### src/common/csr_pkg.sv
// core special-function register bank: addresses, masks, reset values
// assumes a 12-bit data address space with the core registers at the top
package csr_pkg;

  // ----------------------------------------------------------------
  // address space
  // ----------------------------------------------------------------
  localparam int ADDR_W = 12;                       // data memory address width
  localparam int DATA_W = 8;                        // register width
  localparam int IDX_W = 6;                         // index into the core bank
  localparam int NUM_REGS = 40;                     // core locations held here
  localparam logic [11:0] SFR_BASE = 12'hFD8;       // lowest core location

  // ----------------------------------------------------------------
  // register addresses
  // ----------------------------------------------------------------
  localparam logic [11:0] A_STACK_TOP_UPPER = 12'hFFF;
  localparam logic [11:0] A_STACK_TOP_HIGH = 12'hFFE;
  localparam logic [11:0] A_STACK_TOP_LOW = 12'hFFD;
  localparam logic [11:0] A_RETURN_STACK_POINTER = 12'hFFC;
  localparam logic [11:0] A_PROGRAM_COUNTER_UPPER_LATCH = 12'hFFB;
  localparam logic [11:0] A_PROGRAM_COUNTER_HIGH_LATCH = 12'hFFA;
  localparam logic [11:0] A_PROGRAM_COUNTER_LOW = 12'hFF9;
  localparam logic [11:0] A_TABLE_POINTER_UPPER = 12'hFF8;
  localparam logic [11:0] A_MULTIPLY_PRODUCT_HIGH = 12'hFF4;
  localparam logic [11:0] A_INTERRUPT_CONTROL_MAIN = 12'hFF2;
  localparam logic [11:0] A_INTERRUPT_CONTROL_EDGES_PRIORITY = 12'hFF1;
  localparam logic [11:0] A_INTERRUPT_CONTROL_EXTERNAL = 12'hFF0;
  localparam logic [11:0] A_INDIRECT0_POINTER_HIGH = 12'hFEA;
  localparam logic [11:0] A_INDIRECT0_POINTER_LOW = 12'hFE9;
  localparam logic [11:0] A_WORKING_REGISTER = 12'hFE8;
  localparam logic [11:0] A_INDIRECT1_POINTER_HIGH = 12'hFE2;
  localparam logic [11:0] A_INDIRECT1_POINTER_LOW = 12'hFE1;
  localparam logic [11:0] A_BANK_SELECT = 12'hFE0;
  localparam logic [11:0] A_INDIRECT2_POINTER_HIGH = 12'hFDA;
  localparam logic [11:0] A_INDIRECT2_POINTER_LOW = 12'hFD9;
  localparam logic [11:0] A_ARITHMETIC_FLAGS = 12'hFD8;

  // ----------------------------------------------------------------
  // indirect port layout: ports sit at pointer_low + 2 .. + 6
  // ----------------------------------------------------------------
  localparam logic [11:0] PORT_GAP = 12'h002;       // pointer low to first port
  localparam logic [2:0] K_PLUS_WORKING = 3'h0;
  localparam logic [2:0] K_PRE_INCREMENT = 3'h1;
  localparam logic [2:0] K_POST_DECREMENT = 3'h2;
  localparam logic [2:0] K_POST_INCREMENT = 3'h3;
  localparam logic [2:0] K_PLAIN = 3'h4;
  localparam logic [11:0] PTR_ONE = 12'h001;

  // ----------------------------------------------------------------
  // implemented bit masks
  // ----------------------------------------------------------------
  localparam logic [7:0] M_FULL = 8'hFF;
  localparam logic [7:0] M_STACK_TOP_UPPER = 8'h1F;
  localparam logic [7:0] M_RETURN_STACK_POINTER = 8'hDF;
  localparam logic [7:0] M_PC_UPPER_LATCH = 8'h1F;  // bit 21 only in test mode
  localparam logic [7:0] M_PC_BIT21 = 8'h20;
  localparam logic [7:0] M_TABLE_POINTER_UPPER = 8'h3F;
  localparam logic [7:0] M_NIBBLE = 8'h0F;          // pointer high, bank select
  localparam logic [7:0] M_ARITHMETIC_FLAGS = 8'h1F;

  // ----------------------------------------------------------------
  // reset values (undefined ones are cleared)
  // ----------------------------------------------------------------
  localparam logic [7:0] R_ZERO = 8'h00;
  localparam logic [7:0] R_INTERRUPT_CONTROL_EDGES_PRIORITY = 8'hFF;
  localparam logic [7:0] R_INTERRUPT_CONTROL_EXTERNAL = 8'hC0;

  // ----------------------------------------------------------------
  // program counter
  // ----------------------------------------------------------------
  localparam int PC_W = 22;
  localparam int PC_BIT21 = 21;
  localparam logic [21:0] PC_STEP = 22'h000002;     // one instruction word
  localparam logic [21:0] PC_RESET = 22'h000000;

endpackage

### src/csr_core_bank.sv
// core special-function register bank with three indirect pointer groups
// assumes the core issues one strobe per cycle and that the data memory
// answers a read combinationally in the same cycle as its address
//
// Behaviour
// - locations below the core bank read as zero
// - indirect ports store nothing, redirect to memory
// - plain port addresses memory at the pointer
// - pre-increment bumps pointer, then uses it
// - upper latch feeds pc bits 20:16 on low write
// - pc low byte reads and writes pc 7:0
// - large-package-only locations read zero on small package
// - pc bit 21 exists only in test mode
//
// limitations:
// - the stack registers are plain storage here; push and pop live in the core
// - pointer arithmetic wraps inside the 12-bit data space
// - a port access that names another port still lands in data memory only
//
// Decided for this implementation: the address map and the address-and-strobe port.
`timescale 1ns/10ps

module csr_core_bank #(
  parameter bit LARGE_PACKAGE = 1'b1,             // 1: larger pin-count variant
  parameter logic [39:0] LARGE_ONLY_MASK = 40'h00_0000_0000 // per-index flags
) (
  input wire logic core_clk,                      // 10 MHz core clock
  input wire logic rstn,                          // asynchronous reset, low active
  input wire logic clk_en,                        // freezes all state when low
  input wire logic test_mode,                     // test or serial programming mode
  input wire logic [11:0] reg_addr,               // register address
  input wire logic [7:0] reg_wdata,               // write data
  input wire logic reg_wr,                        // write strobe
  input wire logic reg_rd,                        // read strobe
  output logic [7:0] reg_rdata,                   // read data, cycle after strobe
  input wire logic pc_advance,                    // core steps the program counter
  output logic [21:0] program_counter,            // current program counter
  output logic [7:0] working_register,            // working register copy
  output logic [7:0] bank_select,                 // bank select copy
  output logic [11:0] dmem_addr,                  // redirected memory address
  output logic [7:0] dmem_wdata,                  // redirected write data
  output logic dmem_wr,                           // redirected write strobe
  output logic dmem_rd,                           // redirected read strobe
  input wire logic [7:0] dmem_rdata               // memory read data, same cycle
);

  // ----------------------------------------------------------------
  // decode helpers
  // ----------------------------------------------------------------

  // pointer high sits one location above pointer low in every group
  localparam logic [11:0] PTR1 = csr_pkg::PTR_ONE;
  // last port of a group, counted from its pointer low
  localparam logic [11:0] PORT_SPAN = 12'h006;
  // group_low answer for an address that is not a port
  localparam logic [11:0] NO_GROUP = 12'h000;

  // implemented bits of a location; test mode opens pc bit 21
  function automatic logic [7:0] bit_mask(input logic [11:0] a, input logic tm);
    case (a)
      csr_pkg::A_STACK_TOP_UPPER: bit_mask = csr_pkg::M_STACK_TOP_UPPER;
      csr_pkg::A_RETURN_STACK_POINTER: bit_mask = csr_pkg::M_RETURN_STACK_POINTER;
      csr_pkg::A_PROGRAM_COUNTER_UPPER_LATCH:
        bit_mask = tm ? (csr_pkg::M_PC_UPPER_LATCH | csr_pkg::M_PC_BIT21)
                      : csr_pkg::M_PC_UPPER_LATCH;
      csr_pkg::A_TABLE_POINTER_UPPER: bit_mask = csr_pkg::M_TABLE_POINTER_UPPER;
      csr_pkg::A_INDIRECT0_POINTER_HIGH: bit_mask = csr_pkg::M_NIBBLE;
      csr_pkg::A_INDIRECT1_POINTER_HIGH: bit_mask = csr_pkg::M_NIBBLE;
      csr_pkg::A_INDIRECT2_POINTER_HIGH: bit_mask = csr_pkg::M_NIBBLE;
      csr_pkg::A_BANK_SELECT: bit_mask = csr_pkg::M_NIBBLE;
      csr_pkg::A_ARITHMETIC_FLAGS: bit_mask = csr_pkg::M_ARITHMETIC_FLAGS;
      default: bit_mask = csr_pkg::M_FULL;
    endcase
  endfunction

  // reset value of a location
  function automatic logic [7:0] reset_value(input logic [11:0] a);
    case (a)
      csr_pkg::A_INTERRUPT_CONTROL_EDGES_PRIORITY:
        reset_value = csr_pkg::R_INTERRUPT_CONTROL_EDGES_PRIORITY;
      csr_pkg::A_INTERRUPT_CONTROL_EXTERNAL:
        reset_value = csr_pkg::R_INTERRUPT_CONTROL_EXTERNAL;
      default: reset_value = csr_pkg::R_ZERO;
    endcase
  endfunction

  // pointer low address of the group owning an indirect port, or zero;
  // each group's five ports sit just above its pointer high byte
  function automatic logic [11:0] group_low(input logic [11:0] a);
    // group zero: five ports above its pointer high, below the pc latches
    if (a > csr_pkg::A_INDIRECT0_POINTER_HIGH && a < csr_pkg::A_PROGRAM_COUNTER_UPPER_LATCH
        && a <= csr_pkg::A_INDIRECT0_POINTER_LOW + PORT_SPAN)
      group_low = csr_pkg::A_INDIRECT0_POINTER_LOW;
    // group one: between its pointer high and the working register
    else if (a > csr_pkg::A_INDIRECT1_POINTER_HIGH && a < csr_pkg::A_WORKING_REGISTER)
      group_low = csr_pkg::A_INDIRECT1_POINTER_LOW;
    // group two: between its pointer high and bank select
    else if (a > csr_pkg::A_INDIRECT2_POINTER_HIGH && a < csr_pkg::A_BANK_SELECT)
      group_low = csr_pkg::A_INDIRECT2_POINTER_LOW;
    // not a port at all
    else
      group_low = NO_GROUP;
  endfunction

  // index of a location inside the bank
  function automatic logic [5:0] index_of(input logic [11:0] a);
    logic [11:0] d;
    d = a - csr_pkg::SFR_BASE;
    index_of = d[5:0];
  endfunction

  // ----------------------------------------------------------------
  // storage
  // ----------------------------------------------------------------
  logic [7:0] sfr [0:csr_pkg::NUM_REGS-1];        // core register flops
  logic [21:0] pc;                                // program counter

  // ----------------------------------------------------------------
  // access decode
  // ----------------------------------------------------------------
  logic in_bank;                                  // address inside the core bank
  logic [5:0] idx;                                // bank index of the address
  logic absent;                                   // location missing on this package
  logic [11:0] grp_lo;                            // owning pointer group, if a port
  logic is_port;                                  // address is an indirect port
  logic [2:0] kind;                               // which port of the group
  logic [11:0] ptr;                               // current pointer value
  logic [11:0] next_ptr;                          // pointer after the access
  logic [11:0] eff_addr;                          // memory address used
  logic [7:0] wsext;                              // working register, signed offset
  logic is_pcl;                                   // address is the pc low byte
  logic [11:0] kdiff;                             // port distance from the group's first port

  assign in_bank = reg_addr >= csr_pkg::SFR_BASE;
  assign idx = index_of(reg_addr);
  assign absent = !LARGE_PACKAGE && LARGE_ONLY_MASK[idx];
  assign grp_lo = group_low(reg_addr);
  assign is_port = in_bank && (grp_lo != NO_GROUP) && !absent;
  assign kdiff = reg_addr - grp_lo - csr_pkg::PORT_GAP;
  assign kind = kdiff[2:0];
  assign is_pcl = reg_addr == csr_pkg::A_PROGRAM_COUNTER_LOW;
  assign wsext = sfr[index_of(csr_pkg::A_WORKING_REGISTER)];

  // pointer arithmetic for the selected group
  always_comb
  begin
    // no group selected: park at zero rather than index past the bank
    ptr = 12'h000;
    if (grp_lo != NO_GROUP)
      ptr = {sfr[index_of(grp_lo + PTR1)][3:0], sfr[index_of(grp_lo)]};
    next_ptr = ptr;
    eff_addr = ptr;
    case (kind)
      csr_pkg::K_PLAIN:
      begin
        eff_addr = ptr;                           // pointer untouched
      end
      csr_pkg::K_POST_INCREMENT:
      begin
        next_ptr = ptr + csr_pkg::PTR_ONE;
      end
      csr_pkg::K_POST_DECREMENT:
      begin
        next_ptr = ptr - csr_pkg::PTR_ONE;
      end
      csr_pkg::K_PRE_INCREMENT:
      begin
        next_ptr = ptr + csr_pkg::PTR_ONE;
        eff_addr = next_ptr;
      end
      csr_pkg::K_PLUS_WORKING:
      begin
        eff_addr = ptr + {{4{wsext[7]}}, wsext};
      end
      default:
      begin
        eff_addr = ptr;
      end
    endcase
  end

  // redirected memory access; the port itself holds no data
  assign dmem_addr = eff_addr;
  assign dmem_wdata = reg_wdata;
  assign dmem_wr = clk_en && reg_wr && is_port;
  assign dmem_rd = clk_en && reg_rd && is_port;

  // ----------------------------------------------------------------
  // register writes and pointer updates
  // ----------------------------------------------------------------

  // one writer for the bank so pointer steps and bus writes never race;
  // a write to a port changes nothing here but the pointer, the byte goes to memory
  always_ff @(posedge core_clk or negedge rstn)
  begin
    if (!rstn)
    begin
      for (int i = 0; i < csr_pkg::NUM_REGS; i++)
        sfr[i] <= reset_value(csr_pkg::SFR_BASE + 12'(i));
    end
    else if (clk_en)
    begin
      // port access: the byte itself goes to memory, only the pointer moves
      if ((reg_wr || reg_rd) && is_port)
      begin
        // an access through a port writes back its pointer; plain and offset ports leave it unchanged
        sfr[index_of(grp_lo)] <= next_ptr[7:0];
        sfr[index_of(grp_lo + PTR1)] <= {4'h0, next_ptr[11:8]};
      end
      // plain register write; the pc low byte is held in the counter itself
      else if (reg_wr && in_bank && !is_pcl && !absent)
      begin
        sfr[idx] <= reg_wdata & bit_mask(reg_addr, test_mode);
      end
      else if (reg_rd && is_pcl)
      begin
        // reading the low byte captures the upper bytes into the latches
        sfr[index_of(csr_pkg::A_PROGRAM_COUNTER_HIGH_LATCH)] <= pc[15:8];
        sfr[index_of(csr_pkg::A_PROGRAM_COUNTER_UPPER_LATCH)] <=
          {2'h0, pc[21:16]} & bit_mask(csr_pkg::A_PROGRAM_COUNTER_UPPER_LATCH, test_mode);
      end
    end
  end

  // ----------------------------------------------------------------
  // program counter
  // ----------------------------------------------------------------

  // a low-byte write loads the whole counter from the latches at once,
  // so software can never see a half-updated jump target
  always_ff @(posedge core_clk or negedge rstn)
  begin
    if (!rstn)
    begin
      pc <= csr_pkg::PC_RESET;
    end
    else if (clk_en)
    begin
      // a jump written by software wins over the core's own step
      if (reg_wr && is_pcl)
      begin
        pc[7:0] <= reg_wdata;
        pc[15:8] <= sfr[index_of(csr_pkg::A_PROGRAM_COUNTER_HIGH_LATCH)];
        pc[20:16] <= sfr[index_of(csr_pkg::A_PROGRAM_COUNTER_UPPER_LATCH)][4:0];
        pc[csr_pkg::PC_BIT21] <= test_mode
          && sfr[index_of(csr_pkg::A_PROGRAM_COUNTER_UPPER_LATCH)][5];
      end
      // normal step; outside test mode bit 21 is forced low and never carries
      else if (pc_advance)
      begin
        pc <= test_mode ? pc + csr_pkg::PC_STEP
                        : {1'b0, pc[20:0] + csr_pkg::PC_STEP[20:0]};
      end
    end
  end

  // ----------------------------------------------------------------
  // read data
  // ----------------------------------------------------------------

  // read data is registered so it stands only in the cycle after the strobe
  always_ff @(posedge core_clk or negedge rstn)
  begin
    if (!rstn)
    begin
      reg_rdata <= 8'h00;
    end
    else if (clk_en)
    begin
      // no read, below the bank or missing on this package: zero
      if (!reg_rd || !in_bank || absent)
        reg_rdata <= 8'h00;
      // port read: the memory answers in the same cycle
      else if (is_port)
        reg_rdata <= dmem_rdata;
      // pc low byte comes live from the counter
      else if (is_pcl)
        reg_rdata <= pc[7:0];
      // everything else, with unimplemented bits cleared
      else
        reg_rdata <= sfr[idx] & bit_mask(reg_addr, test_mode);
    end
  end

  // ----------------------------------------------------------------
  // state copies for the core
  // ----------------------------------------------------------------
  assign program_counter = pc;
  assign working_register = sfr[index_of(csr_pkg::A_WORKING_REGISTER)];
  assign bank_select = sfr[index_of(csr_pkg::A_BANK_SELECT)];

endmodule

### config.mk
export PLATFORM = sky130hd
export DESIGN_NAME = csr_core_bank
export DESIGN_NICKNAME = d
export VERILOG_FILES = /design/src/common/csr_pkg.sv /design/src/csr_core_bank.sv
export SDC_FILE = /design/constraint.sdc
export NUM_CORES = 1
export LEC_CHECK = 0
export ABC_CLOCK_PERIOD_IN_PS = 15890
export BUFFER_PORTS_ARGS = -buffer_cell sky130_fd_sc_hd__buf_2
export CAP_MARGIN = 10
export CORE_AREA = 2 2 219 221
export DETAILED_ROUTE_END_ITERATION = 12
export DIE_AREA = 0 0 221 223
export HOLD_SLACK_MARGIN = 0.12
export PLACE_DENSITY = 0.62
export SETUP_SLACK_MARGIN = 0.15
export SLEW_MARGIN = 5
export SYNTH_ARGS = -nofsm -noshare
export SYNTH_HDL_FRONTEND = slang
export SYNTH_SLANG_ARGS = --single-unit
### constraint.sdc
create_clock -name core_clk -period 15.89 [get_ports core_clk]
set_input_delay 3.178 -clock core_clk [delete_from_list [all_inputs] [get_ports core_clk]]
set_output_delay 3.178 -clock core_clk [all_outputs]
set_load 0.01 [all_outputs]
==> results of run 1 <==
-- final cells by class --
| type | count | area, sq um | share of cell area, % |
|---|---|---|---|
| clock inverters | 14 | 149 | 0.700 |
| well taps | 615 | 769 | 3.62 |
| repair buffers | 128 | 716 | 3.37 |
| multi-input cells | 1359 | 9510 | 44.8 |
| flip-flops and latches | 350 | 8770 | 41.3 |
| clock buffers | 57 | 1200 | 5.63 |
| inverters | 37 | 139 | 0.653 |
| diodes | 2 | 5.00 | 0.0235 |
-- synthesized netlist by cell type, drive strengths merged, types with 7 or more instances --
master   instances
a21o             7
a21oi           78
a22o            16
a22oi           73
a31oi           15
a32oi            7
and2            15
and3             9
buf             46
clkbuf         104
dfrtp          340
dfstp           10
ha              18
inv             36
mux2           204
mux2i           13
mux4            10
nand2          175
nand2b          17
nand3           34
nand4           13
nor2           117
nor2b           24
nor3            33
nor4            18
o2111ai          7
o21ai          170
o221ai          28
o22a            11
o22ai          109
o31ai           10
or2             10
or3              8
xnor2           15
xor2            11
-- cell families after synthesis --
logic type,after synthesis
AO/OA/AOI/OAI,594
XOR/XNOR,26
adder cells (fa/ha/maj),22
buffers and inverters,187
flip-flops,350
multiplexers,227
AND/OR/NAND/NOR,490
-- worst max path at each step --
| stage | cells past startpoint | slack, ns | end | start |
|---|---|---|---|---|
| after global placement | 22 | 3.89 | dmem_addr[11] | reg_addr[3] |
| after global routing | 22 | 3.13 | dmem_addr[11] | reg_addr[3] |
| after floorplan | 21 | 5.40 | dmem_addr[11] | reg_addr[3] |
| final | 22 | 3.54 | dmem_addr[11] | reg_addr[3] |
| after CTS | 22 | 3.69 | dmem_addr[11] | reg_addr[3] |
| after detailed placement | 22 | 3.68 | dmem_addr[11] | reg_addr[3] |
-- worst register-to-register path: stages (launching register included) --
cell and delay, ns:
dfrtp_1 0.48, o211ai_1 0.14, o2111ai_1 0.15, o2111ai_1 0.31
and2_0 0.37, inv_1 0.15, ha_1 0.23, inv_1 0.08
nor3_1 0.47, nand4b_1 0.27, a2bb2oi_1 0.25, xnor2_1 0.60
o21ai_0 0.23
-- metrics by stage --
step                std cells  power [W]  utilization [%]
finish                   2562    0.00208             45.1
global route             2560    0.00214             45.1
global placement         2489    0.00113             42.2
detailed placement       2489    0.00113             42.2
CTS                      2560    0.00208             45.1
floorplan                1896    0.00103                -
-- cell usage in the layout (no fill, tap or decap), types with 13 or more instances in the layout --
master,instances
dfrtp_1,340
mux2_2,204
nand2_1,173
o21ai_0,148
o22ai_1,108
buf_2,101
nor2_1,100
a21oi_1,77
a22oi_1,73
clkbuf_16,41
inv_1,36
nand3_1,34
nor3_1,30
o221ai_1,28
buf_4,26
nor2b_1,23
o21ai_1,18
ha_1,18
nand2b_1,17
nor2_2,17
nor4_1,16
a22o_1,16
a31oi_1,15
xnor2_1,15
and2_1,14
mux2i_1,13
-- layer usage --
layer | share of wire [%] | global-route usage [%] | vias up | wire length (um)
met2 | 46 | 44.8 | 875 | 32800
met5 | 0.018 | 0 | - | 13
li1 | - | - | 7147 | -
met1 | 41 | 37.6 | 8458 | 29300
met3 | 8.4 | 5.64 | 208 | 6000
met4 | 4.5 | 12.7 | 2 | 3200
-- flip-flops by register name, indices dropped and copies added (netlist names) --
| signal | cells |
|---|---|
| working_register | 8 |
| bank_select | 8 |
| reg_rdata | 8 |
| program_counter | 22 |
| sfr | 304 |
-- where the power goes --
| group | internal [W] | switching [W] | leakage [nW] |
|---|---|---|---|
| Sequential | 0.000903 | 0.0000202 | 4.82 |
| Clock | 0.000559 | 0.000392 | 0.669 |
| Combinational | 0.0000556 | 0.000145 | 4.01 |
==> summary.md, run 1 <==
| Metric | Value |
|---|---|
| XOR/XNOR share of the synthesized area | under 10% |
| Final Skew | between 0.015 and 0.02 ns |
| Final net count | just under 2k |
| Fmax | roughly 0.081 GHz |
| Sequential share of the synthesized area | around 46% |
| Synth cell types | 97 |
| CP max FO | 27 |
| Mapped Cells | approximately 1.9k |
| Die height | between 200 and 250 um |
| Post-Syn Area | about 19,000 sq um |
| Min Hold Slack | 0.482 ns |
| Reg2Reg Capture Point | sfr[234] |
| # clock sinks | between 300 and 400 |
| Port bufs | 102 |
| Post-CTS setup buffers | 0 |
| Number of global-route vias before repair | 16.3k |
| CP Launch Type | input port |
| Worst skew pair latency | 0.58 ns |
| Gr ovfl total | 0 |
| EDFF count, synth | 0 |
| Post-route setup TNS | 0 ns |
| Area delta synth->final | 11.3% |
| Top_reg_cell synth | dfrtp_1 |
| Relative slew slack | 23.3% |
| CP max stage delay | 0.59 ns |
| Tcrit/Tclk final | approximately 78% |
| Pwr Density | between 90 and 100 nW/um^2 |
| Share of the synthesized area in the top cell type | between 40 and 50% |
| Final wirelength | slightly above 70 mm |
| Largest family of logic cells by synthesized area | compound AO/OA/AOI/OAI gates |
| CP dominant cell by count | ha_1 |
| Peak supply drop | between 70 and 80 uV |
| #FFs+latches synth | between 300 and 400 |
| Actual transition at the worst max-transition pin | ~1.1 ns |
| Hold endpoint | sfr[304] |
| Crit Path Category | input port to output pin |
| First-pass DRT Iterations | 5 |
| Fin crit period | 12.35 ns |
| Fill count | roughly 4.4k |
| Die Span X | about 220 um |
| Reg2reg setup slack | 11.99 ns |
| DP Area | 19,900 sq um |
| CTS hold repair buffers | 0 |
| Final setup fails | 0 |
| Initial antenna violation count | 2 |
| Final WS setup | around 3.5 ns |
| Buffer depth of the longest clock path | 3 |
| Final Hold Vio Count | 0 |
| Outcome | completed |
| Routed vias/inst | roughly 6.5 |
| # IOs | just over 100 |
| Worst r2r src | bank_select[0] |
| Antenna Nets Post-Route | 0 |
| Core Rows | 80 |
| Largest net degree at the start of global routing | roughly 120 |
| Crit path buffers/inverters | 4 |
| Placer Congestion | 0.954 |
| Adder-cell area share of the yosys netlist | under 10% |
| TritonCTS clock tree | done |
| Yosys top cell by area | dfrtp_1 |
| Hold path start | sfr[304] |
| Max-slew violations | 0 |
| Synthesis Warnings | 0 |
| CTS H-Tree Depth | 2 |
| DRC | 0 |
| Avg Inst Size Synth | approximately 10 sq um |
| Via count | ~17k |
| Path depth of the worst reg2reg path | 12 |
| Setup WS pre-CTS | 3.68 ns |
| Critical Path End Type | output pin |
| CTS Buf Count | just over 40 |
| P_leak | about 9.5 nW |
| Drt first-iter violations | ~1.9k |
| Post-synth ARST share | 100% |
| Die ar. | 49,300 sq um |
| First-pass GRT wire length | around 110 mm |
| Global router's overall resource usage | 28.3% |
| Top area cells in the synthesized netlist | dfrtp_1 (45%), mux2_2 (12%), o21ai_0 (3.9%) |
| Root Buffer | clkbuf_16 |
| Finished Cell Area | about 21,000 sq um |
| Core footprint | ~47,000 sq um |
| Syn nets | between 1.5k and 2k |
| Post-synthesis mux area share | about 14% |
| CTS clk-pin slew, worst paths | around 0.060 ns |
| Post_cts resized | 0 |
| Slowest CP cell | ha_1 |
| Simple-gate portion of the synthesized area | approximately an eighth |
| Routed len/inst | ~28 um |
| Layout cells sized above 1 | between 20% and 30% |
| Worst Path Arrival | between 9 and 10 ns |
| RSZ-0062 raised after global routing | false |
| Hpwl dp | between 40 and 50 mm |
| Crit-path cells | buf_2, ha_1, nor4bb_1, nor2_1, nand2_2, ha_1, inv_1, o21ai_0, nor2_1, o2bb2ai_4, inv_1, ha_1, a21o_1, a21oi_1, nor2b_1, o221ai_1, nand2_1, maj3_1, a2111oi_0, a31oi_1, o21ai_0, buf_2 |
| Max-cap viol count | 0 |
| Post-synthesis compound-gate area fraction | around a fifth |
| Worst Path Required | about 13 ns |
| Hold path cells | 2 |
| Min-Delay Path Class | register to register |
| Crit-path leading delay family | compound AO/OA/AOI/OAI gates |
| Initial Util | between 40% and 50% |
No activity file was read; power rests on OpenSTA's default activity.
==> run 2, diff against run 1 <==
Settings changed: ABC_CLOCK_PERIOD_IN_PS 15890 to 11500.
Clock period 15.89 ns to 11.5 ns, I/O delays scaled along.
==> summary.md, run 2 (synthesized netlist as in run 1, its figures left out) <==
| Metric | Value |
|---|---|
| Via count | 16.5k (-1.2%) |
| Buffer depth of the longest clock path | 3 (unchanged) |
| Clock Power Share | 45.5% (-0.4 points) |
| Tcrit/Tclk final | slightly above 90% |
| Die ar. | 49,300 sq um (unchanged) |
| # clock sinks | 350 (unchanged) |
| Relative slew slack | 23.0% (-0.33 points) |
| Post-Layout Cell Count | 2,561 (-0.039%) |
| CTS clk-pin slew, worst paths | 0.06 ns (about the same) |
| Sw Pwr | 0.000761 W (+37%) |
| Final Skew | 0.0248 ns (+0.00820 ns) |
| Initial antenna violation count | 5 (+3) |
| First-pass GRT wire length | 106 mm (about the same) |
| Worst Path Required | 9.20 ns (-3.51 ns) |
| P_leak | 9.50 nW (-0.12%) |
| CP max FO | 27 (unchanged) |
| Commonest non-fill, non-tap cell in the layout | dfrtp_1 |
| Worst r2r src | bank_select[0] |
| CTS H-Tree Depth | 2 (unchanged) |
| Crit Path Category | input port to output pin |
| Peak supply drop | 144 uV (+86%) |
| Worst Path Arrival | 8.21 ns (-0.96 ns) |
| Uppermost layer routed | met5 |
| Reg area | 8770 sq um (unchanged) |
| Max-cap viol count | 0 (unchanged) |
| Area delta synth->final | 11.3% (about the same) |
| Sw frac | 26.7% (-0.13 points) |
| Global router's overall resource usage | 28.3% (about the same) |
| CTS hold repair buffers | 0 (unchanged) |
| CP Launch Type | input port |
| Fin util | 45.1% (about the same) |
| Post-route setup TNS | 0 ns (unchanged) |
| Hpwl dp | 48.9 mm (+0.11%) |
| Fin crit period | approximately 11 ns |
| Gr ovfl total | 0 (unchanged) |
| Port bufs | 102 (unchanged) |
| Routed len/inst | 27.7 um (-0.65%) |
| CP max stage delay | 0.56 ns (-0.03 ns) |
| # IOs | 103 (unchanged) |
| Path depth of the worst reg2reg path | 12 (unchanged) |
| Crit path buffers/inverters | 4 (unchanged) |
| Worst setup path end | dmem_addr[11] |
| Post-CTS setup buffers | 0 (unchanged) |
| Final net count | 1,968 (-0.15%) |
| Commonest cells after routing, fill and taps aside | dfrtp_1 (340), mux2_2 (204), nand2_1 (173), o21ai_0 (148), o22ai_1 (108) |
| Launch point of the worst path | reg_addr[3] |
| Placer Congestion | 0.964 (+0.99%) |
| Pwr Density | 134 nW/um^2 (+37%) |
| Placed cells | 2,487 (-0.080%) |
| Final wirelength | 70.8 mm (-0.69%) |
| Max-slew violations | 0 (unchanged) |
| Final Hold Vio Count | 0 (unchanged) |
| Fill count | 4,471 (+0.86%) |
| Initial Util | 40.5% (unchanged) |
| Antenna Nets Post-Route | 0 (unchanged) |
| Core footprint | 47,100 sq um (unchanged) |
| RSZ-0062 raised after global routing | false |
| Post_cts resized | 0 (unchanged) |
| First-pass DRT Iterations | 5 (unchanged) |
| Worst skew pair latency | 0.58 ns (about the same) |
| Combinational Power Share | 9.7% (about the same) |
| Crit-path leading delay family | compound AO/OA/AOI/OAI gates |
| CTS Buf Count | 40 (-2.4%) |
| Int Power | 0.00209 W (+38%) |
| Sequential share of power | 44.8% (+0.3 points) |
| Root Buffer | clkbuf_16 |
| Fmax | roughly 0.095 GHz |
| Die height | 223 um (unchanged) |
| Min-Delay Path Class | register to register |
| DRC | 0 (unchanged) |
| CP dominant cell by count | ha_1 |
| Actual transition at the worst max-transition pin | 1.15 ns (+0.00490 ns) |
| Met3 routed WL | 5.56 mm (-7.4%) |
| Crit-path cells | buf_2, ha_1, nor4bb_1, nor2_1, nand2_2, ha_1, inv_1, o21ai_0, nor2_1, o2bb2ai_4, inv_1, ha_1, a21o_1, a21oi_1, nor2b_1, o221ai_1, nand2_1, maj3_1, a2111oi_0, a31oi_1, o21ai_0, buf_2 |
| Area of the multi-input gates | 9510 sq um (unchanged) |
| Layout cells sized above 1 | 24.2% (-0.15 points) |
| Reg2reg setup slack | 7.54 ns (-4.45 ns) |
| Max reg flops | 304 (unchanged) |
| Final setup fails | 0 (unchanged) |
| TritonCTS clock tree | done |
| Reg2Reg Capture Point | sfr[232] |
| Slowest CP cell | ha_1 |
| Die Span X | 221 um (unchanged) |
| Routed vias/inst | 6.44 (-1.2%) |
| Met1 wire length | 29.7 mm (+1.2%) |
| Largest Register | sfr |
| Core Rows | 80 (unchanged) |
| Outcome | completed |
| Number of global-route vias before repair | 16.1k (-1.2%) |
| Drt first-iter violations | 1,738 (-9.2%) |
| Largest net degree at the start of global routing | 153 (+32%) |
| Levels on crit path | 22 (unchanged) |
| Critical Path End Type | output pin |
| Met2 Wirelength | 32.7 mm (-0.13%) |
run 2: cell types whose count changed in the layout (fill, tap and decap cells not counted), sizes merged:
cell	delta
buf	-2
bufinv	-1
clkbuf	+4
clkinv	+2
diode	-1
inv	-3
run 2: area by class of cell:
type                            count  area share (%)
Multi-Input combinational cell   1359            44.8
Clock buffer                       61            5.80
Tap cell                          615            3.62
Antenna cell                        1          0.0118
Timing Repair Buffer              126            3.36
Sequential cell                   350            41.3
Clock inverter                     12           0.483
Inverter                           37           0.654
run 2: power by group through the flow:
stage	clock network [W]	registers, W	logic (W)
floorplan	0	0.00129	0.000138
global placement	0	0.00130	0.000270
detailed placement	0	0.00130	0.000270
CTS	0.00132	0.00127	0.000272
global route	0.00137	0.00128	0.000294
finish	0.00130	0.00128	0.000275
run 2: metal layers:
metal  vias up  track usage (%)
li1       7109                -
met5         -                0
met4         6             11.1
met2       805             44.7
met1      8374             38.7
met3       188             4.91
run 2: per-stage QoR:
| stage | instance area, sq um | power (W) | setup WS [ns] | hold WS, ns |
|---|---|---|---|---|
| 6_report | 21200 | 0.00285 | 0.993 | 0.483 |
| 5_1_grt | 21200 | 0.00294 | 0.446 | 0.505 |
| 4_1_cts | 21200 | 0.00286 | 1.15 | 0.484 |
| 3_5_place_dp | 19900 | 0.00157 | 1.13 | 0.470 |
| 3_3_place_gp | 19900 | 0.00157 | 1.33 | 0.459 |
| 2_1_floorplan | 19100 | 0.00143 | 2.77 | 0.445 |
run 2: worst min-delay path by stage:
stage	start	to	slack, ns	cells past startpoint
floorplan	sfr[13]	sfr[13]	0.44	2
global placement	sfr[61]	sfr[61]	0.46	2
detailed placement	sfr[151]	sfr[151]	0.47	2
CTS	sfr[151]	sfr[151]	0.48	2
global route	sfr[22]	sfr[22]	0.51	2
finish	sfr[151]	sfr[151]	0.48	2
run 2: worst register-to-register path: stages, from the launching register on:
cell	delay, ns
dfrtp_1	0.51
o211ai_1	0.15
o2111ai_1	0.13
o2111ai_1	0.30
and2_0	0.36
inv_1	0.15
ha_1	0.23
inv_1	0.08
nor3_1	0.53
and4bb_2	0.38
o21ai_1	0.17
xnor2_1	0.61
o21ai_0	0.20
